==> src/shared/tmr_map.svh <==
`ifndef TMR_MAP_SVH
`define TMR_MAP_SVH

// Register indices; byte address is four times the index
`define IDX_CTRL 8'h88
`define IDX_MODE 8'h89
`define IDX_LO_A 8'h8A
`define IDX_HI_A 8'h8B
`define IDX_LO_B 8'h8C
`define IDX_HI_B 8'h8D

// Reset values
`define CTRL_RST 8'h00
`define MODE_RST 8'h00

// Control register fields
`define OVF_B 7
`define RUN_B 6
`define OVF_A 5
`define RUN_A 4
`define EIF_B 3
`define EIT_B 2
`define EIF_A 1
`define EIT_A 0

// Mode register fields
`define GATE_B 7
`define SRC_B 6
`define MODE_B_HI 5
`define MODE_B_LO 4
`define GATE_A 3
`define SRC_A 2
`define MODE_A_HI 1
`define MODE_A_LO 0

// Machine cycle: six oscillator periods
`define MCYC_LAST 3'h5

`endif

==> src/shared/tmr_pkg.sv <==
`default_nettype none

package tmr_pkg;

    // APB request from the master
    typedef struct packed {
        logic psel;
        logic penable;
        logic pwrite;
        logic [11:0] paddr;
        logic [31:0] pwdata;
    } apb_req_t;

    // APB answer to the master
    typedef struct packed {
        logic pready;
        logic pslverr;
        logic [31:0] prdata;
    } apb_rsp_t;

    // Counter arrangement per timer
    typedef enum logic [1:0] {
        MODE_13,
        MODE_16,
        MODE_RELOAD,
        MODE_SPLIT
    } mode_t;

    // Bus answer sequencing
    typedef enum logic {
        ST_IDLE,
        ST_DONE
    } bus_st_t;

endpackage

`default_nettype wire

==> src/logic/dual_timer.sv <==
// The APB interface to the registers was decided locally.
`timescale 1ns/1ps
`default_nettype none
`include "tmr_map.svh"

// Summary of operation
// - Two mode bits per timer choose 13-bit, 16-bit, reload or split arrangement.
// - Mode 0 counts high byte plus low five bits as a prescaler.
// - Upper three low-byte bits are undefined in mode 0; software ignores them.
// - Wrapping from all ones to zero sets that timer's overflow flag.
// - Counting runs only with run bit set and gate clear or pin high; timer 1 ignores its run bit while timer 0 is split.
// - Setting a run bit never clears the count registers.
// - Gate bits sit at mode bit 7 for timer 1, bit 3 for timer 0.
// - Mode 1 cascades both bytes into one 16-bit counter, no prescaler.
// - Mode 2 low byte overflow sets flag and reloads it from high byte.
// - Timer 1 in mode 3 holds its count as if stopped.
// - Split timer 0 low byte uses timer 0 controls and interrupt pin.
// - Split timer 0 high byte counts cycles under timer 1 run and flag.
// - Timer 1 stops in its mode 3; while timer 0 is split its overflow still feeds baud tick.
// - Overflow flags at bits 7,5 clear on vector acknowledge or zero write.
// - Interrupt flags at bits 3,1 set on edge or low level, clear likewise.
// - Type bits 2 and 0 select falling edge or low level triggering.
// - Reset clears the control register, timers stopped, flags clear.
// - Timer function advances once per machine cycle of six clocks.
// - Counter function advances one machine cycle after a sampled fall.
module dual_timer (
    // Clock, reset, enable
    input wire logic pclk,
    input wire logic presetn,
    input wire logic clk_en,
    // Register bus
    input wire tmr_pkg::apb_req_t apb_req,
    output var tmr_pkg::apb_rsp_t apb_rsp,
    // Device pins
    input wire logic count_pin_a,
    input wire logic count_pin_b,
    input wire logic ext_irq_pin_a,
    input wire logic ext_irq_pin_b,
    // Interrupt vector acknowledges from the core
    input wire logic ack_ovf_a,
    input wire logic ack_ovf_b,
    input wire logic ack_ext_a,
    input wire logic ack_ext_b,
    // Status toward core and serial port
    output var logic [3:0] irq_req,
    output var logic baud_tick
);
    import tmr_pkg::*;

    logic [7:0] ctrl_reg;
    logic [7:0] ctrl_next;
    logic [7:0] mode_reg;
    logic [7:0] lo_reg [2];
    logic [7:0] hi_reg [2];
    logic [7:0] lo_next [2];
    logic [7:0] hi_next [2];
    bus_st_t st_reg;
    logic [2:0] div_reg;
    logic [3:0] sync1_reg;
    logic [3:0] sync2_reg;
    logic [1:0] irq_prev_reg;
    logic [1:0] samp_reg;
    logic [1:0] fall_reg;
    logic mtick;
    logic [7:0] idx;
    logic hit;
    logic take;
    logic wr_ctrl;
    logic wr_mode;
    logic [31:0] rd_val;
    mode_t mode_a;
    mode_t mode_b;
    logic split_a;
    logic en_a;
    logic en_b;
    logic inc_a;
    logic inc_b;
    logic inc_hi_a;
    logic ovf_a_evt;
    logic ovf_b_evt;
    logic t1_ovf;
    logic hi_ovf;
    logic [1:0] irq_pin;
    logic [1:0] ext_set;
    logic [16:0] step_a;
    logic [16:0] step_b;
    logic [8:0] hi_sum;

    // Synced pins: [3] irq b, [2] irq a, [1] count b, [0] count a
    assign irq_pin = sync2_reg[3:2];

    // Increment one timer by its arrangement; returns {carry, hi, lo}
    function automatic logic [16:0] step(input mode_t m, input logic [7:0] lo,
                                         input logic [7:0] hi);
        logic [13:0] s13;
        logic [16:0] s16;
        logic [8:0] s8;
        logic [16:0] r;
        s13 = {1'b0, hi, lo[4:0]} + 14'h1;
        s16 = {1'b0, hi, lo} + 17'h1;
        s8 = {1'b0, lo} + 9'h1;
        case (m)
            // top three low bits left as they are
            MODE_13: r = {s13[13], s13[12:5], lo[7:5], s13[4:0]};
            MODE_16: r = s16;
            // reload low byte from high byte
            MODE_RELOAD: r = {s8[8], hi, s8[8] ? hi : s8[7:0]};
            default: r = {s8[8], hi, s8[7:0]};
        endcase
        return r;
    endfunction

    // Two-stage synchronisers for every pin
    // They reset to the idle high level, so no false low reaches the flags
    always_ff @(posedge pclk or negedge presetn) begin
        if (!presetn) begin
            sync1_reg <= 4'hF;
            sync2_reg <= 4'hF;
        end else if (clk_en) begin
            sync1_reg <= {ext_irq_pin_b, ext_irq_pin_a, count_pin_b, count_pin_a};
            sync2_reg <= sync1_reg;
        end
    end

    // Machine cycle divider; everything counts on mtick
    // one tick per six clocks
    assign mtick = clk_en && (div_reg == `MCYC_LAST);

    always_ff @(posedge pclk or negedge presetn) begin
        if (!presetn) begin
            div_reg <= 3'h0;
        end else if (clk_en) begin
            div_reg <= mtick ? 3'h0 : div_reg + 3'h1;
        end
    end

    // Count pins sampled once per machine cycle; the fall is held one cycle
    // sampled fall counts next cycle
    always_ff @(posedge pclk or negedge presetn) begin
        if (!presetn) begin
            samp_reg <= 2'h0;
            fall_reg <= 2'h0;
        end else if (mtick) begin
            samp_reg <= sync2_reg[1:0];
            fall_reg <= samp_reg & ~sync2_reg[1:0];
        end
    end

    // Interrupt pin history for falling edge detection
    always_ff @(posedge pclk or negedge presetn) begin
        if (!presetn) begin
            irq_prev_reg <= 2'h3;
        end else if (clk_en) begin
            irq_prev_reg <= irq_pin;
        end
    end

    assign mode_a = mode_t'(mode_reg[`MODE_A_HI:`MODE_A_LO]);
    assign mode_b = mode_t'(mode_reg[`MODE_B_HI:`MODE_B_LO]);
    assign split_a = (mode_a == MODE_SPLIT);

    // Count enables
    // run and gate qualify counting
    // split low byte keeps timer 0 controls
    assign en_a = ctrl_reg[`RUN_A] && (!mode_reg[`GATE_A] || irq_pin[0]);
    // mode 3 stops timer 1 like a cleared run bit
    // leaving mode 3 restarts it
    // Split timer 0 owns run_b, so then only mode 3 and the gate start and stop timer 1
    assign en_b = (ctrl_reg[`RUN_B] || split_a) && (!mode_reg[`GATE_B] || irq_pin[1])
                  && (mode_b != MODE_SPLIT);
    assign inc_a = en_a && mtick && (mode_reg[`SRC_A] ? fall_reg[0] : 1'b1);
    assign inc_b = en_b && mtick && (mode_reg[`SRC_B] ? fall_reg[1] : 1'b1);
    // split high byte counts cycles under timer 1 run bit
    assign inc_hi_a = split_a && ctrl_reg[`RUN_B] && mtick;

    // Next counter values; a bus write to a byte overrides the count
    always_comb begin
        step_a = step(mode_a, lo_reg[0], hi_reg[0]);
        step_b = step(mode_b, lo_reg[1], hi_reg[1]);
        hi_sum = {1'b0, hi_reg[0]} + 9'h1;
        lo_next[0] = lo_reg[0];
        hi_next[0] = hi_reg[0];
        lo_next[1] = lo_reg[1];
        hi_next[1] = hi_reg[1];
        ovf_a_evt = 1'b0;
        t1_ovf = 1'b0;
        hi_ovf = 1'b0;
        if (inc_a) begin
            ovf_a_evt = step_a[16];
            lo_next[0] = step_a[7:0];
            if (!split_a) begin
                hi_next[0] = step_a[15:8];
            end
        end
        if (inc_hi_a) begin
            hi_ovf = hi_sum[8];
            hi_next[0] = hi_sum[7:0];
        end
        if (inc_b) begin
            t1_ovf = step_b[16];
            lo_next[1] = step_b[7:0];
            hi_next[1] = step_b[15:8];
        end
        if (take && apb_req.pwrite) begin
            if (idx == `IDX_LO_A) lo_next[0] = apb_req.pwdata[7:0];
            if (idx == `IDX_HI_A) hi_next[0] = apb_req.pwdata[7:0];
            if (idx == `IDX_LO_B) lo_next[1] = apb_req.pwdata[7:0];
            if (idx == `IDX_HI_B) hi_next[1] = apb_req.pwdata[7:0];
        end
    end

    // split high byte takes over timer 1 overflow flag
    assign ovf_b_evt = split_a ? hi_ovf : t1_ovf;

    // Count registers; reset clears, run bit writes never touch them
    // counts only change by counting or direct write
    always_ff @(posedge pclk or negedge presetn) begin
        if (!presetn) begin
            lo_reg[0] <= 8'h00;
            hi_reg[0] <= 8'h00;
            lo_reg[1] <= 8'h00;
            hi_reg[1] <= 8'h00;
        end else if (clk_en) begin
            lo_reg[0] <= lo_next[0];
            hi_reg[0] <= hi_next[0];
            lo_reg[1] <= lo_next[1];
            hi_reg[1] <= hi_next[1];
        end
    end

    // External interrupt detection: type bit set means falling edge
    // edge or level select
    assign ext_set[0] = ctrl_reg[`EIT_A] ? (irq_prev_reg[0] && !irq_pin[0]) : !irq_pin[0];
    assign ext_set[1] = ctrl_reg[`EIT_B] ? (irq_prev_reg[1] && !irq_pin[1]) : !irq_pin[1];

    // Control next value: write, then acknowledge clears, then hardware sets
    always_comb begin
        ctrl_next = ctrl_reg;
        if (wr_ctrl) begin
            ctrl_next = apb_req.pwdata[7:0];
        end
        if (ack_ovf_a) ctrl_next[`OVF_A] = 1'b0;
        if (ack_ovf_b) ctrl_next[`OVF_B] = 1'b0;
        if (ack_ext_a) ctrl_next[`EIF_A] = 1'b0;
        if (ack_ext_b) ctrl_next[`EIF_B] = 1'b0;
        // A set in the same cycle as a clear wins, so no event is lost
        if (ovf_a_evt) ctrl_next[`OVF_A] = 1'b1;
        if (ovf_b_evt) ctrl_next[`OVF_B] = 1'b1;
        // edge or low level sets flag
        if (ext_set[0]) ctrl_next[`EIF_A] = 1'b1;
        if (ext_set[1]) ctrl_next[`EIF_B] = 1'b1;
    end

    always_ff @(posedge pclk or negedge presetn) begin
        if (!presetn) begin
            ctrl_reg <= `CTRL_RST;
        end else if (clk_en) begin
            ctrl_reg <= ctrl_next;
        end
    end

    // Mode register, software only
    always_ff @(posedge pclk or negedge presetn) begin
        if (!presetn) begin
            mode_reg <= `MODE_RST;
        end else if (wr_mode) begin
            mode_reg <= apb_req.pwdata[7:0];
        end
    end

    // Flags to the core and timer 1 overflow pulse for the serial port
    assign irq_req = {ctrl_reg[`OVF_B], ctrl_reg[`OVF_A], ctrl_reg[`EIF_B],
                      ctrl_reg[`EIF_A]};

    // baud pulse follows timer 1 even when split takes its flag
    always_ff @(posedge pclk or negedge presetn) begin
        if (!presetn) begin
            baud_tick <= 1'b0;
        end else if (clk_en) begin
            baud_tick <= t1_ovf;
        end
    end

    // Bus decode: word aligned, index in paddr[9:2]
    assign idx = apb_req.paddr[9:2];
    assign hit = (apb_req.paddr[11:10] == 2'h0) && (apb_req.paddr[1:0] == 2'h0)
                 && (idx >= `IDX_CTRL) && (idx <= `IDX_HI_B);
    // The write lands on the edge where the master sees pready
    assign take = clk_en && (st_reg == ST_DONE) && apb_req.psel && apb_req.penable
                  && hit;
    assign wr_ctrl = take && apb_req.pwrite && (idx == `IDX_CTRL);
    assign wr_mode = take && apb_req.pwrite && (idx == `IDX_MODE);

    // Read mux; narrow registers sit in the low byte
    always_comb begin
        rd_val = 32'h0;
        case (idx)
            `IDX_CTRL: rd_val[7:0] = ctrl_reg;
            `IDX_MODE: rd_val[7:0] = mode_reg;
            `IDX_LO_A: rd_val[7:0] = lo_reg[0];
            `IDX_HI_A: rd_val[7:0] = hi_reg[0];
            `IDX_LO_B: rd_val[7:0] = lo_reg[1];
            `IDX_HI_B: rd_val[7:0] = hi_reg[1];
            default: rd_val = 32'h0;
        endcase
    end

    // Answer one cycle into the access phase; unmapped gives pslverr
    always_ff @(posedge pclk or negedge presetn) begin
        if (!presetn) begin
            st_reg <= ST_IDLE;
            apb_rsp <= '0;
        end else if (clk_en) begin
            case (st_reg)
                ST_IDLE: begin
                    if (apb_req.psel && apb_req.penable) begin
                        apb_rsp.pready <= 1'b1;
                        apb_rsp.pslverr <= !hit;
                        apb_rsp.prdata <= hit ? rd_val : 32'h0;
                        st_reg <= ST_DONE;
                    end
                end
                ST_DONE: begin
                    apb_rsp <= '0;
                    st_reg <= ST_IDLE;
                end
                default: begin
                    apb_rsp <= '0;
                    st_reg <= ST_IDLE;
                end
            endcase
        end
    end
endmodule

`default_nettype wire

==> config.mk <==
export PLATFORM = sky130hd
export DESIGN_NAME = dual_timer
export DESIGN_NICKNAME = d
export VERILOG_FILES = /design/src/shared/tmr_pkg.sv /design/src/logic/dual_timer.sv
export VERILOG_INCLUDE_DIRS = /design/src /design/src/shared
export SDC_FILE = /design/constraint.sdc
export NUM_CORES = 1
export LEC_CHECK = 0
export ABC_AREA = 1
export CORE_MARGIN = 1
export CORE_UTILIZATION = 60
export DETAILED_ROUTE_END_ITERATION = 8
export DONT_BUFFER_PORTS = 1
export PLACE_DENSITY = 0.76
export SLEW_MARGIN = 20
export SYNTH_ARGS = -nofsm -noshare
export SYNTH_HDL_FRONTEND = slang
export SYNTH_SLANG_ARGS = --single-unit
==> constraint.sdc <==
create_clock -name pclk -period 2.6 [get_ports pclk]
set_clock_uncertainty 0.1 [all_clocks]
set_input_delay 0.52 -clock pclk [delete_from_list [all_inputs] [get_ports pclk]]
set_output_delay 0.52 -clock pclk [all_outputs]
set_load 0.05 [all_outputs]
# [Word-level counts from Yosys, hierarchy flattened]
# Index checks and enable logic that the tools add are counted.
[word_totals] word_cells=133 out_inout_bits=39 ff_bits=101 in_bits=58
[op_classes] add_sub_neg=8 n_reduce_logical=45 n_mux=40 n_eq_ne=14 magnitude_cmp=2 bitwise=3
[op_table] op="$mux W8" count=14
[op_table] op="$pmux W17 S3" count=2
[op_table] op="$pmux W34 S2" count=1
[op_table] op="$eq A8 B8 Y1 const B" count=6
[op_table] op="$pmux W8 S6" count=1
[op_table] op="$add A16 B1 Y17 const B" count=2
[op_table] op="$mux W34" count=1
[op_table] op="$mux W16" count=2
[op_table] op="$add A13 B1 Y14 const B" count=2
[op_table] op="$add A8 B1 Y9 const B" count=3
[op_table] op="$logic_and A1 B1 Y1" count=23
[op_table] op="$mux W1" count=17
[op_table] op="$reduce_and A2 Y1" count=6
[op_table] op="$reduce_bool A3 Y1" count=4
[op_table] op="$ge A8 B8 Y1 const B" count=1
[op_table] op="$le A8 B8 Y1 const B" count=1
[op_table] op="$logic_not A2 Y1" count=4
[op_table] op="$eq A2 B2 Y1 const B" count=3
[op_table] op="$logic_not A1 Y1" count=5
[op_table] op="$eq A2 B1 Y1 const B" count=2
[op_table] op="$ne A2 B2 Y1 const B" count=2
[op_table] op="$add A3 B1 Y3 const B" count=1
[op_table] op="$eq A3 B3 Y1 const B" count=1
[op_table] op="$logic_or A1 B1 Y1" count=3
[op_table] op="5 further kinds" count=5

# [Depth between registers and ports, before layout]
# Gate-level depths: netlist of run 1.
[depth] ltp_word=10 ltp_mapped=14 mapped_depth_nobuf=13

# [Least setup slack after synthesis of run 1]
# OpenSTA, ideal clock, no wires.
[synth_path] kind="input to register" start="input port apb_req[39] in the netlist's numbering" end="register ctrl_reg[7]" path_slack_ps=734 path_buffers=2 stages=12 t_required_ps=2370 setup_ps=130 arrival_ps=1637 cell_sequence="nor2_4 > nand3_4 > clkinv_4 > nand2_4 > nand2_2 > inv_2 > nor2_4 > buf_6 > nand3_2 > buf_6 > nand3_1 > nand4_1"
[synth_between] elab_chain_cells=8 elab_cells_between_ends=10 classes_between="order compare: 2; eq/ne: 1; reduce/logical: 7"
[synth_lines] item="start: declaration" line="dual_timer.sv:32" text="input wire tmr_pkg::apb_req_t apb_req,"
[synth_lines] item="$ge A8 B8 Y1 (no line)"
[synth_lines] item="$logic_and A1 B1 Y1 (2 in a row)" line="dual_timer.sv:286" text="assign hit = (apb_req.paddr[11:10] == 2'h0) && (apb_req.paddr[1:0] == 2'h0)"
[synth_lines] item="$logic_and A1 B1 Y1" line="dual_timer.sv:290" text="&& hit;"
[synth_lines] item="$logic_and A1 B1 Y1" line="dual_timer.sv:291" text="assign wr_ctrl = take && apb_req.pwrite && (idx == `IDX_CTRL);"
[synth_lines] item="$logic_and A1 B1 Y1 *" line="dual_timer.sv:291"
[synth_lines] item="$reduce_bool A3 Y1 (no line) *"
[synth_lines] item="$reduce_and A2 Y1 (no line) *"
[synth_lines] item="end signal: assignment" line="dual_timer.sv:256" text="ctrl_reg <= `CTRL_RST;"
[synth_lines] item="end signal: assignment" line="dual_timer.sv:258" text="ctrl_reg <= ctrl_next;"
[synth_lines] item="end: declaration" line="dual_timer.sv:50" text="logic [7:0] ctrl_reg;"
# Mark *: on every way between the ends. The rest lies on a longest branch, timed or not.
# A chain may end at the register's enable or synchronous reset.

# [Final worst setup path of run 1]
[layout_path] start="register lo_reg[9] in the netlist's numbering" end="register lo_reg[11] in the netlist's numbering"
[layout_between] elab_chain_cells=6 elab_cells_between_ends=8 classes_between="add/sub: 3; mux: 5"
[layout_lines] item="start: declaration" line="dual_timer.sv:53" text="logic [7:0] lo_reg [2];"
[layout_lines] item="$add A8 B1 Y9" line="dual_timer.sv:101" text="s8 = {1'b0, lo} + 9'h1;"
[layout_lines] item="$mux W8" line="dual_timer.sv:107" text="MODE_RELOAD: r = {s8[8], hi, s8[8] ? hi : s8[7:0]};"
[layout_lines] item="$pmux W17 S3 *" line="dual_timer.sv:102" text="case (m)"
[layout_lines] item="$mux W8 *" line="dual_timer.sv:188" text="if (inc_a) begin"
[layout_lines] item="$mux W8" line="dual_timer.sv:205" text="if (idx == `IDX_LO_A) lo_next[0] = apb_req.pwdata[7:0];"
[layout_lines] item="$mux W16 *" line="dual_timer.sv:204" text="if (take && apb_req.pwrite) begin"
# Marked as above.

==> flow_metrics.py, run 1 <==
metrics = {
    "clocking": {
        "cts_buffers": 9,
        "h-tree-depth": 3,
        "tritoncts": "done",
        "cts_root_buf": "clkbuf_8",
        "ctsResizeCount": 0,
        "cts_max_path_buffers": 2,
        "postCtsSetupBuffers": 0,
        "clk-insertion-delay-late_ns": 0.37,
        "clk_pin_slew_ns": 0.10,
        "clkSinkCount": 77,
    },
    "setup_path": {
        "rr_worst_depth": 12,
        "worstPathRequired_ns": 2.77,
        "critPathKind": "reg2reg",
        "worstPathArrival_ns": 2.51,
        "r2r-end": "lo_reg[11]$_DFFE_PN0P_",
        "endpoint_kind": "flip-flop",
        "path_max_fanout": 11,
        "crit_path_start_kind": "flip-flop",
        "reg2reg_slack_ns": 0.26,
        "r2r-start": "lo_reg[9]$_DFFE_PN0P_",
    },
    "worst_hold_path": {
        "worstHoldPathType": "in2reg",
        "min_path_cells": 2,
        "hold_path.startpoint": "count_pin_a",
        "hold_end": "sync1_reg[0]$_DFFE_PN1P_",
    },
    "global_route": {
        "grt.total_usage": 0.378,
        "grt_max_degree": 78,
        "grt_antenna_before_repair": 0,
        "grt_pass1_wl_microns": 30000,
        "gr-total-overflow": 0,
        "grt_pass1_vias": 5637,
    },
    "power_and_ir_drop": {
        "power-per-cell-area_nw_per_um2": 492,
        "ir_drop_uv": 666,
        "finalPower_mw": 3.13,
        "cellLeakagePower_nw": 3.17,
    },
    "placed_design": {
        "post-place-ws_ns": 0.340,
        "dp_hpwl_microns": 14500,
        "port_buffers": 0,
        "dp.cells": 1060,
        "globalplace.congestion": 1.00,
    },
    "route": {
        "first_pass_iters": 6,
        "drtIter0Drc": 764,
        "drt-vias-per-instance": 6.09,
        "drc_errors": 0,
        "routedWlPerCell_microns": 17.9,
        "vias": 6563,
        "drt.antenna.violating_nets": 0,
        "finalWirelength_microns": 19300,
    },
    "finish": {
        "area.growth.synth_to_final_pct": 4.71,
        "fin_nets": 1003,
        "filler_cell_count": 915,
        "fin_cells": 1078,
        "n_antenna_cell": 0,
        "drive_above_1_share": 0.0825,
    },
    "die": {
        "rows": 36,
        "die_y_microns": 103,
        "die-width_microns": 103,
        "die_area_sq_um": 10500,
        "start_util": 0.619,
        "io_pins": 97,
        "core_sq_um": 9820,
    },
    "timing": {
        "hold_violations": 0,
        "fmax_mhz": 428,
        "min_period_over_period": 0.898,
        "fin_tns_setup_ns": 0,
        "relSlewSlack": 0.603,
        "rsz0062_at_grt": "false",
        "finalWorstSetupSlack_ns": 0.265,
        "worstMarginPinSlew_ns": 0.595,
        "drv_slew": 0,
        "period_needed_ns": 2.34,
        "setup_viol": 0,
    },
    "synth": {
        "ys_ff_latch": 77,
        "synth-seq-area-share": 0.319,
        "syn_inst": 946,
        "synthDistinctLibCells": 46,
        "syn_avg_cell_area_sq_um": 6.43,
        "syn_area_sq_um": 6080,
        "yosysWarnings": 0,
    },
    "run": {
        "cap_violations": 0,
    },
    "status": {
        "status": "complete, no violations",
    },
}
-- what timing repair did --
action / in CTS / in global routing
hold endpoints to repair: 77 / 0
hold buffers: 2 / 0
endpoints found under the setup margin: 0 / 0
-- metal layers --
metal  share of wire  track usage  up-vias
met2            0.43        0.561      460
met1            0.41        0.548     3018
met5               0            0        -
met3            0.14       0.0868       49
met4           0.024        0.112        0
li1                -            -     3036
-- critical path: stages (launching register included) --
cell and delay [ns]:
dfrtp_1 0.43, ha_1 0.25, nand2_1 0.10, nor2_1 0.17, nand2_1 0.31, nor2_2 0.33, nand2_1 0.08, nand3_1 0.08
o21ai_0 0.12, nand2_1 0.08, nand2_1 0.05, nand2_1 0.06, nand2_1 0.05
-- stage by stage --
| stage | hold slack (ns) | cell area [sq um] | utilization |
|---|---|---|---|
| floorplan | 0.124 | 6170 | - |
| global placement | 0.126 | 6110 | 0.622 |
| detailed placement | 0.126 | 6110 | 0.622 |
| CTS | 0.130 | 6370 | 0.648 |
| global route | 0.141 | 6370 | 0.648 |
| finish | 0.140 | 6370 | 0.648 |
-- worst max-delay path by stage --
stage | endpoint | slack [ns] | startpoint | cells after the start
floorplan | ctrl_reg[7]$_DFFE_PN0P_ | 0.73 | apb_req[39] | 12
global placement | hi_reg[10]$_DFFE_PN0P_ | 0.37 | apb_req[39] | 12
detailed placement | hi_reg[10]$_DFFE_PN0P_ | 0.34 | apb_req[39] | 12
CTS | lo_reg[11]$_DFFE_PN0P_ | 0.36 | lo_reg[8]$_DFFE_PN0P_ | 12
global route | lo_reg[10]$_DFFE_PN0P_ | 0.04 | lo_reg[9]$_DFFE_PN0P_ | 11
finish | lo_reg[11]$_DFFE_PN0P_ | 0.26 | lo_reg[9]$_DFFE_PN0P_ | 12
-- layout by cell type (no fill, tap or decap), drive strengths merged --
| master | instances |
|---|---|
| o31ai | 6 |
| nor3b | 1 |
| a22oi | 2 |
| dlygate4sd3 | 1 |
| nor3 | 14 |
| a21oi | 28 |
| and3b | 1 |
| nand3 | 94 |
| a22o | 1 |
| clkinv | 4 |
| dfrtp | 67 |
| nand2 | 341 |
| conb | 24 |
| xor2 | 5 |
| xnor2 | 2 |
| o211ai | 6 |
| a31oi | 2 |
| o22ai | 17 |
| clkinvlp | 1 |
| inv | 93 |
| clkbuf | 10 |
| nor2 | 88 |
| bufinv | 2 |
| a211oi | 1 |
| nand4 | 20 |
| nand3b | 4 |
| dfstp | 10 |
| o21ai | 85 |
| buf | 10 |
| ha | 5 |
-- cell families after synthesis --
family / after synthesis / share of synthesized area
xor gates and xnor gates: 7 / 0.0101
other: 1 / 0.000617
buffers and inverters: 145 / 0.114
adders and majority gates: 5 / 0.0103
DFF: 77 / 0.319
AOI/OAI and AO/OA: 148 / 0.133
and+or+nand+nor: 563 / 0.413
-- Yosys cell counts (all sizes together) --
master,n,area (sq um)
a211oi,1,7.51
a21oi,28,140
a22o,1,8.76
a22oi,2,15.0
a31oi,2,12.5
and3b,1,8.76
buf,44,305
clkbuf,7,27.5
clkinv,3,17.5
conb,1,3.75
dfrtp,67,1680
dfstp,10,263
ha,5,62.6
inv,91,342
nand2,341,1310
nand3,94,518
nand3b,4,58.8
nand4,20,125
nor2,88,385
nor3,14,97.6
nor3b,1,7.51
o211ai,6,50.1
o21ai,85,425
o22ai,17,106
o31ai,6,45.0
xnor2,2,17.5
xor2,5,43.8
-- power breakdown --
group          switching (mW)  total (mW)  internal (mW)
clock network           0.508        1.06          0.553
logic                   0.414       0.589          0.175
registers               0.154        1.48           1.33
-- cell type report --
cell class              instances  area [sq um]  share of cell area
well taps                     133           166              0.0261
clock buffers                  10           128              0.0200
multi-input cells             747          3540               0.555
inverters                      94           359              0.0564
flip-flops and latches         77          1940               0.305
repair buffers                 11           143              0.0224
clock inverters                 6          96.3              0.0151
(Power assumes the default switching activity.)
==> run 2: changes to the inputs <==
- CORE_UTILIZATION: 60 -> 50
- CTS_CLUSTER_SIZE: unset -> 25
- PLACE_DENSITY: 0.76 -> unset
- REMOVE_ABC_BUFFERS: unset -> 1
==> run 2 against run 1 <==
Die area grew 20%. Worst hold slack improved by 0.00085 ns. Clock power grew 27%. Setup slack worse by 0.013 ns. The run now ends with DRC left.
==> flow_metrics.py, run 2 (synthesis results as in run 1) <==
metrics = {
    "clocking": {
        "h-tree-depth": 3,
        "clk_pin_slew_ns": 0.07,
        "clk-insertion-delay-late_ns": 0.35,
        "postCtsSetupBuffers": 0,
        "cts_buffers": 9,
        "ctsResizeCount": 0,
        "clkSinkCount": 77,
        "cts_root_buf": "clkbuf_16",
        "tritoncts": "done",
        "cts_max_path_buffers": 2,
    },
    "timing": {
        "relSlewSlack": 0.607,
        "fin_tns_setup_ns": 0,
        "drv_slew": 0,
        "hold_violations": 0,
        "period_needed_ns": 2.35,
        "fmax_mhz": 426,
        "rsz0062_at_grt": "false",
        "min_period_over_period": 0.903,
        "setup_viol": 0,
        "worstMarginPinSlew_ns": 0.589,
    },
    "setup_path": {
        "worstPathArrival_ns": 2.54,
        "crit_path_start_kind": "flip-flop",
        "worstPathRequired_ns": 2.80,
        "path_max_fanout": 11,
        "critPathKind": "reg2reg",
        "endpoint_kind": "flip-flop",
    },
    "placed_design": {
        "place_area_sq_um": 6130,
        "globalplace.congestion": 0.966,
        "dp.cells": 1076,
        "port_buffers": 0,
        "dp_hpwl_microns": 15200,
    },
    "die": {
        "die-width_microns": 112,
        "die_y_microns": 112,
        "io_pins": 97,
        "start_util": 0.524,
        "core_sq_um": 11600,
        "die_area_sq_um": 12600,
        "rows": 39,
    },
    "finish": {
        "area.growth.synth_to_final_pct": 6.42,
        "drive_above_1_share": 0.0904,
        "mostFrequentLayoutCell": "nand2_1",
        "mostFrequentLayoutCells": "nand2_1 (333), nand3_1 (89), inv_1 (81)",
        "fin_nets": 1009,
        "final_cell_area_sq_um": 6470,
        "n_antenna_cell": 0,
        "filler_cell_count": 1170,
        "fin_cells": 1094,
    },
    "route": {
        "routedWlPerCell_microns": 18.7,
        "first_pass_iters": 7,
        "vias": 6465,
        "drt-vias-per-instance": 5.91,
        "drt.antenna.violating_nets": 0,
        "drtIter0Drc": 570,
        "drc_errors": 7,
        "finalWirelength_microns": 20400,
    },
    "power_and_ir_drop": {
        "switching_share": 0.332,
        "combPwrFrac": 0.169,
        "ir_drop_uv": 386,
        "cellLeakagePower_nw": 3.23,
        "pwr-share-seq": 0.435,
        "p_clk_frac": 0.396,
        "power-per-cell-area_nw_per_um2": 527,
        "p_int_mw": 2.28,
        "power_switching_mw": 1.13,
    },
    "global_route": {
        "grt.total_usage": 0.335,
        "grt_pass1_vias": 6072,
        "gr-total-overflow": 0,
        "grt_max_degree": 78,
        "grt_antenna_before_repair": 0,
        "grt_pass1_wl_microns": 32400,
    },
    "worst_hold_path": {
        "worstHoldPathType": "in2reg",
    },
    "status": {
        "status": "complete, but fails checks",
        "violations": "DRC",
    },
    "run": {
        "cap_violations": 0,
    },
}
==> run 2: cell type report <==
class                   instances  area [sq um]  area share
well taps                     143           179      0.0276
repair buffers                 17           150      0.0232
flip-flops and latches         77          1940       0.300
inverters                      94           359      0.0555
multi-input cells             747          3540       0.546
clock buffers                  10           239      0.0369
clock inverters                 6          68.8      0.0106
==> run 2: timing repair <==
action | 4_1_cts | 5_1_grt
setup endpoints to repair | 0 | 0
endpoints found under the hold margin | 77 | 0
hold buffers | 2 | 0
==> run 2: worst paths after layout <==
check                           cells after the start                       end                     start  slack (ns)
worst max-delay path                               11    lo_reg[10]$_DFFE_PN0P_     lo_reg[8]$_DFFE_PN0P_        0.25
worst min-delay path                                1  sync2_reg[3]$_DFFE_PN1P_                    clk_en        0.14
worst max register to register                     11    lo_reg[10]$_DFFE_PN0P_     lo_reg[8]$_DFFE_PN0P_        0.25
worst min register to register                      2  sync2_reg[0]$_DFFE_PN1P_  sync1_reg[0]$_DFFE_PN1P_        0.36
max in group asynchronous                           2  sync1_reg[1]$_DFFE_PN1P_                   presetn        1.42
min in group asynchronous                           2    lo_reg[10]$_DFFE_PN0P_                   presetn        0.65
==> run 2: through the flow <==
step	power (mW)	setup WS, ns	hold WS, ns	util
floorplan	1.89	0.538	0.124	-
finish	3.41	0.252	0.141	0.557
detailed placement	2.04	0.238	0.126	0.527
global placement	2.02	0.272	0.126	0.527
global route	3.55	0.0694	0.141	0.557
CTS	3.41	0.328	0.137	0.557
==> run 2: per-layer routing <==
layer  track usage  up-vias  share of wire
met4         0.176        0          0.045
met2         0.536      358           0.45
li1              -     3052              -
met3        0.0594       63          0.094
met1         0.434     2992           0.41
met5             0        -              0
==> run 2: worst max-delay path, stage by stage (launching register included) <==
cell	delay [ns]
dfrtp_1	0.42
ha_1	0.25
nand2_1	0.10
nor2_1	0.19
nand2_1	0.30
nor2_2	0.32
nand2_1	0.14
a22oi_1	0.21
nand2_1	0.06
o21ai_0	0.08
nand2_1	0.07
nand2_1	0.05
==> run 2: power groups by stage <==
stage | Sequential, mW | Clock, mW | Combinational, mW
3_5_place_dp | 1.50 | 0 | 0.537
5_1_grt | 1.50 | 1.40 | 0.651
2_1_floorplan | 1.47 | 0 | 0.422
4_1_cts | 1.48 | 1.35 | 0.574
6_report | 1.48 | 1.35 | 0.577
3_3_place_gp | 1.50 | 0 | 0.522
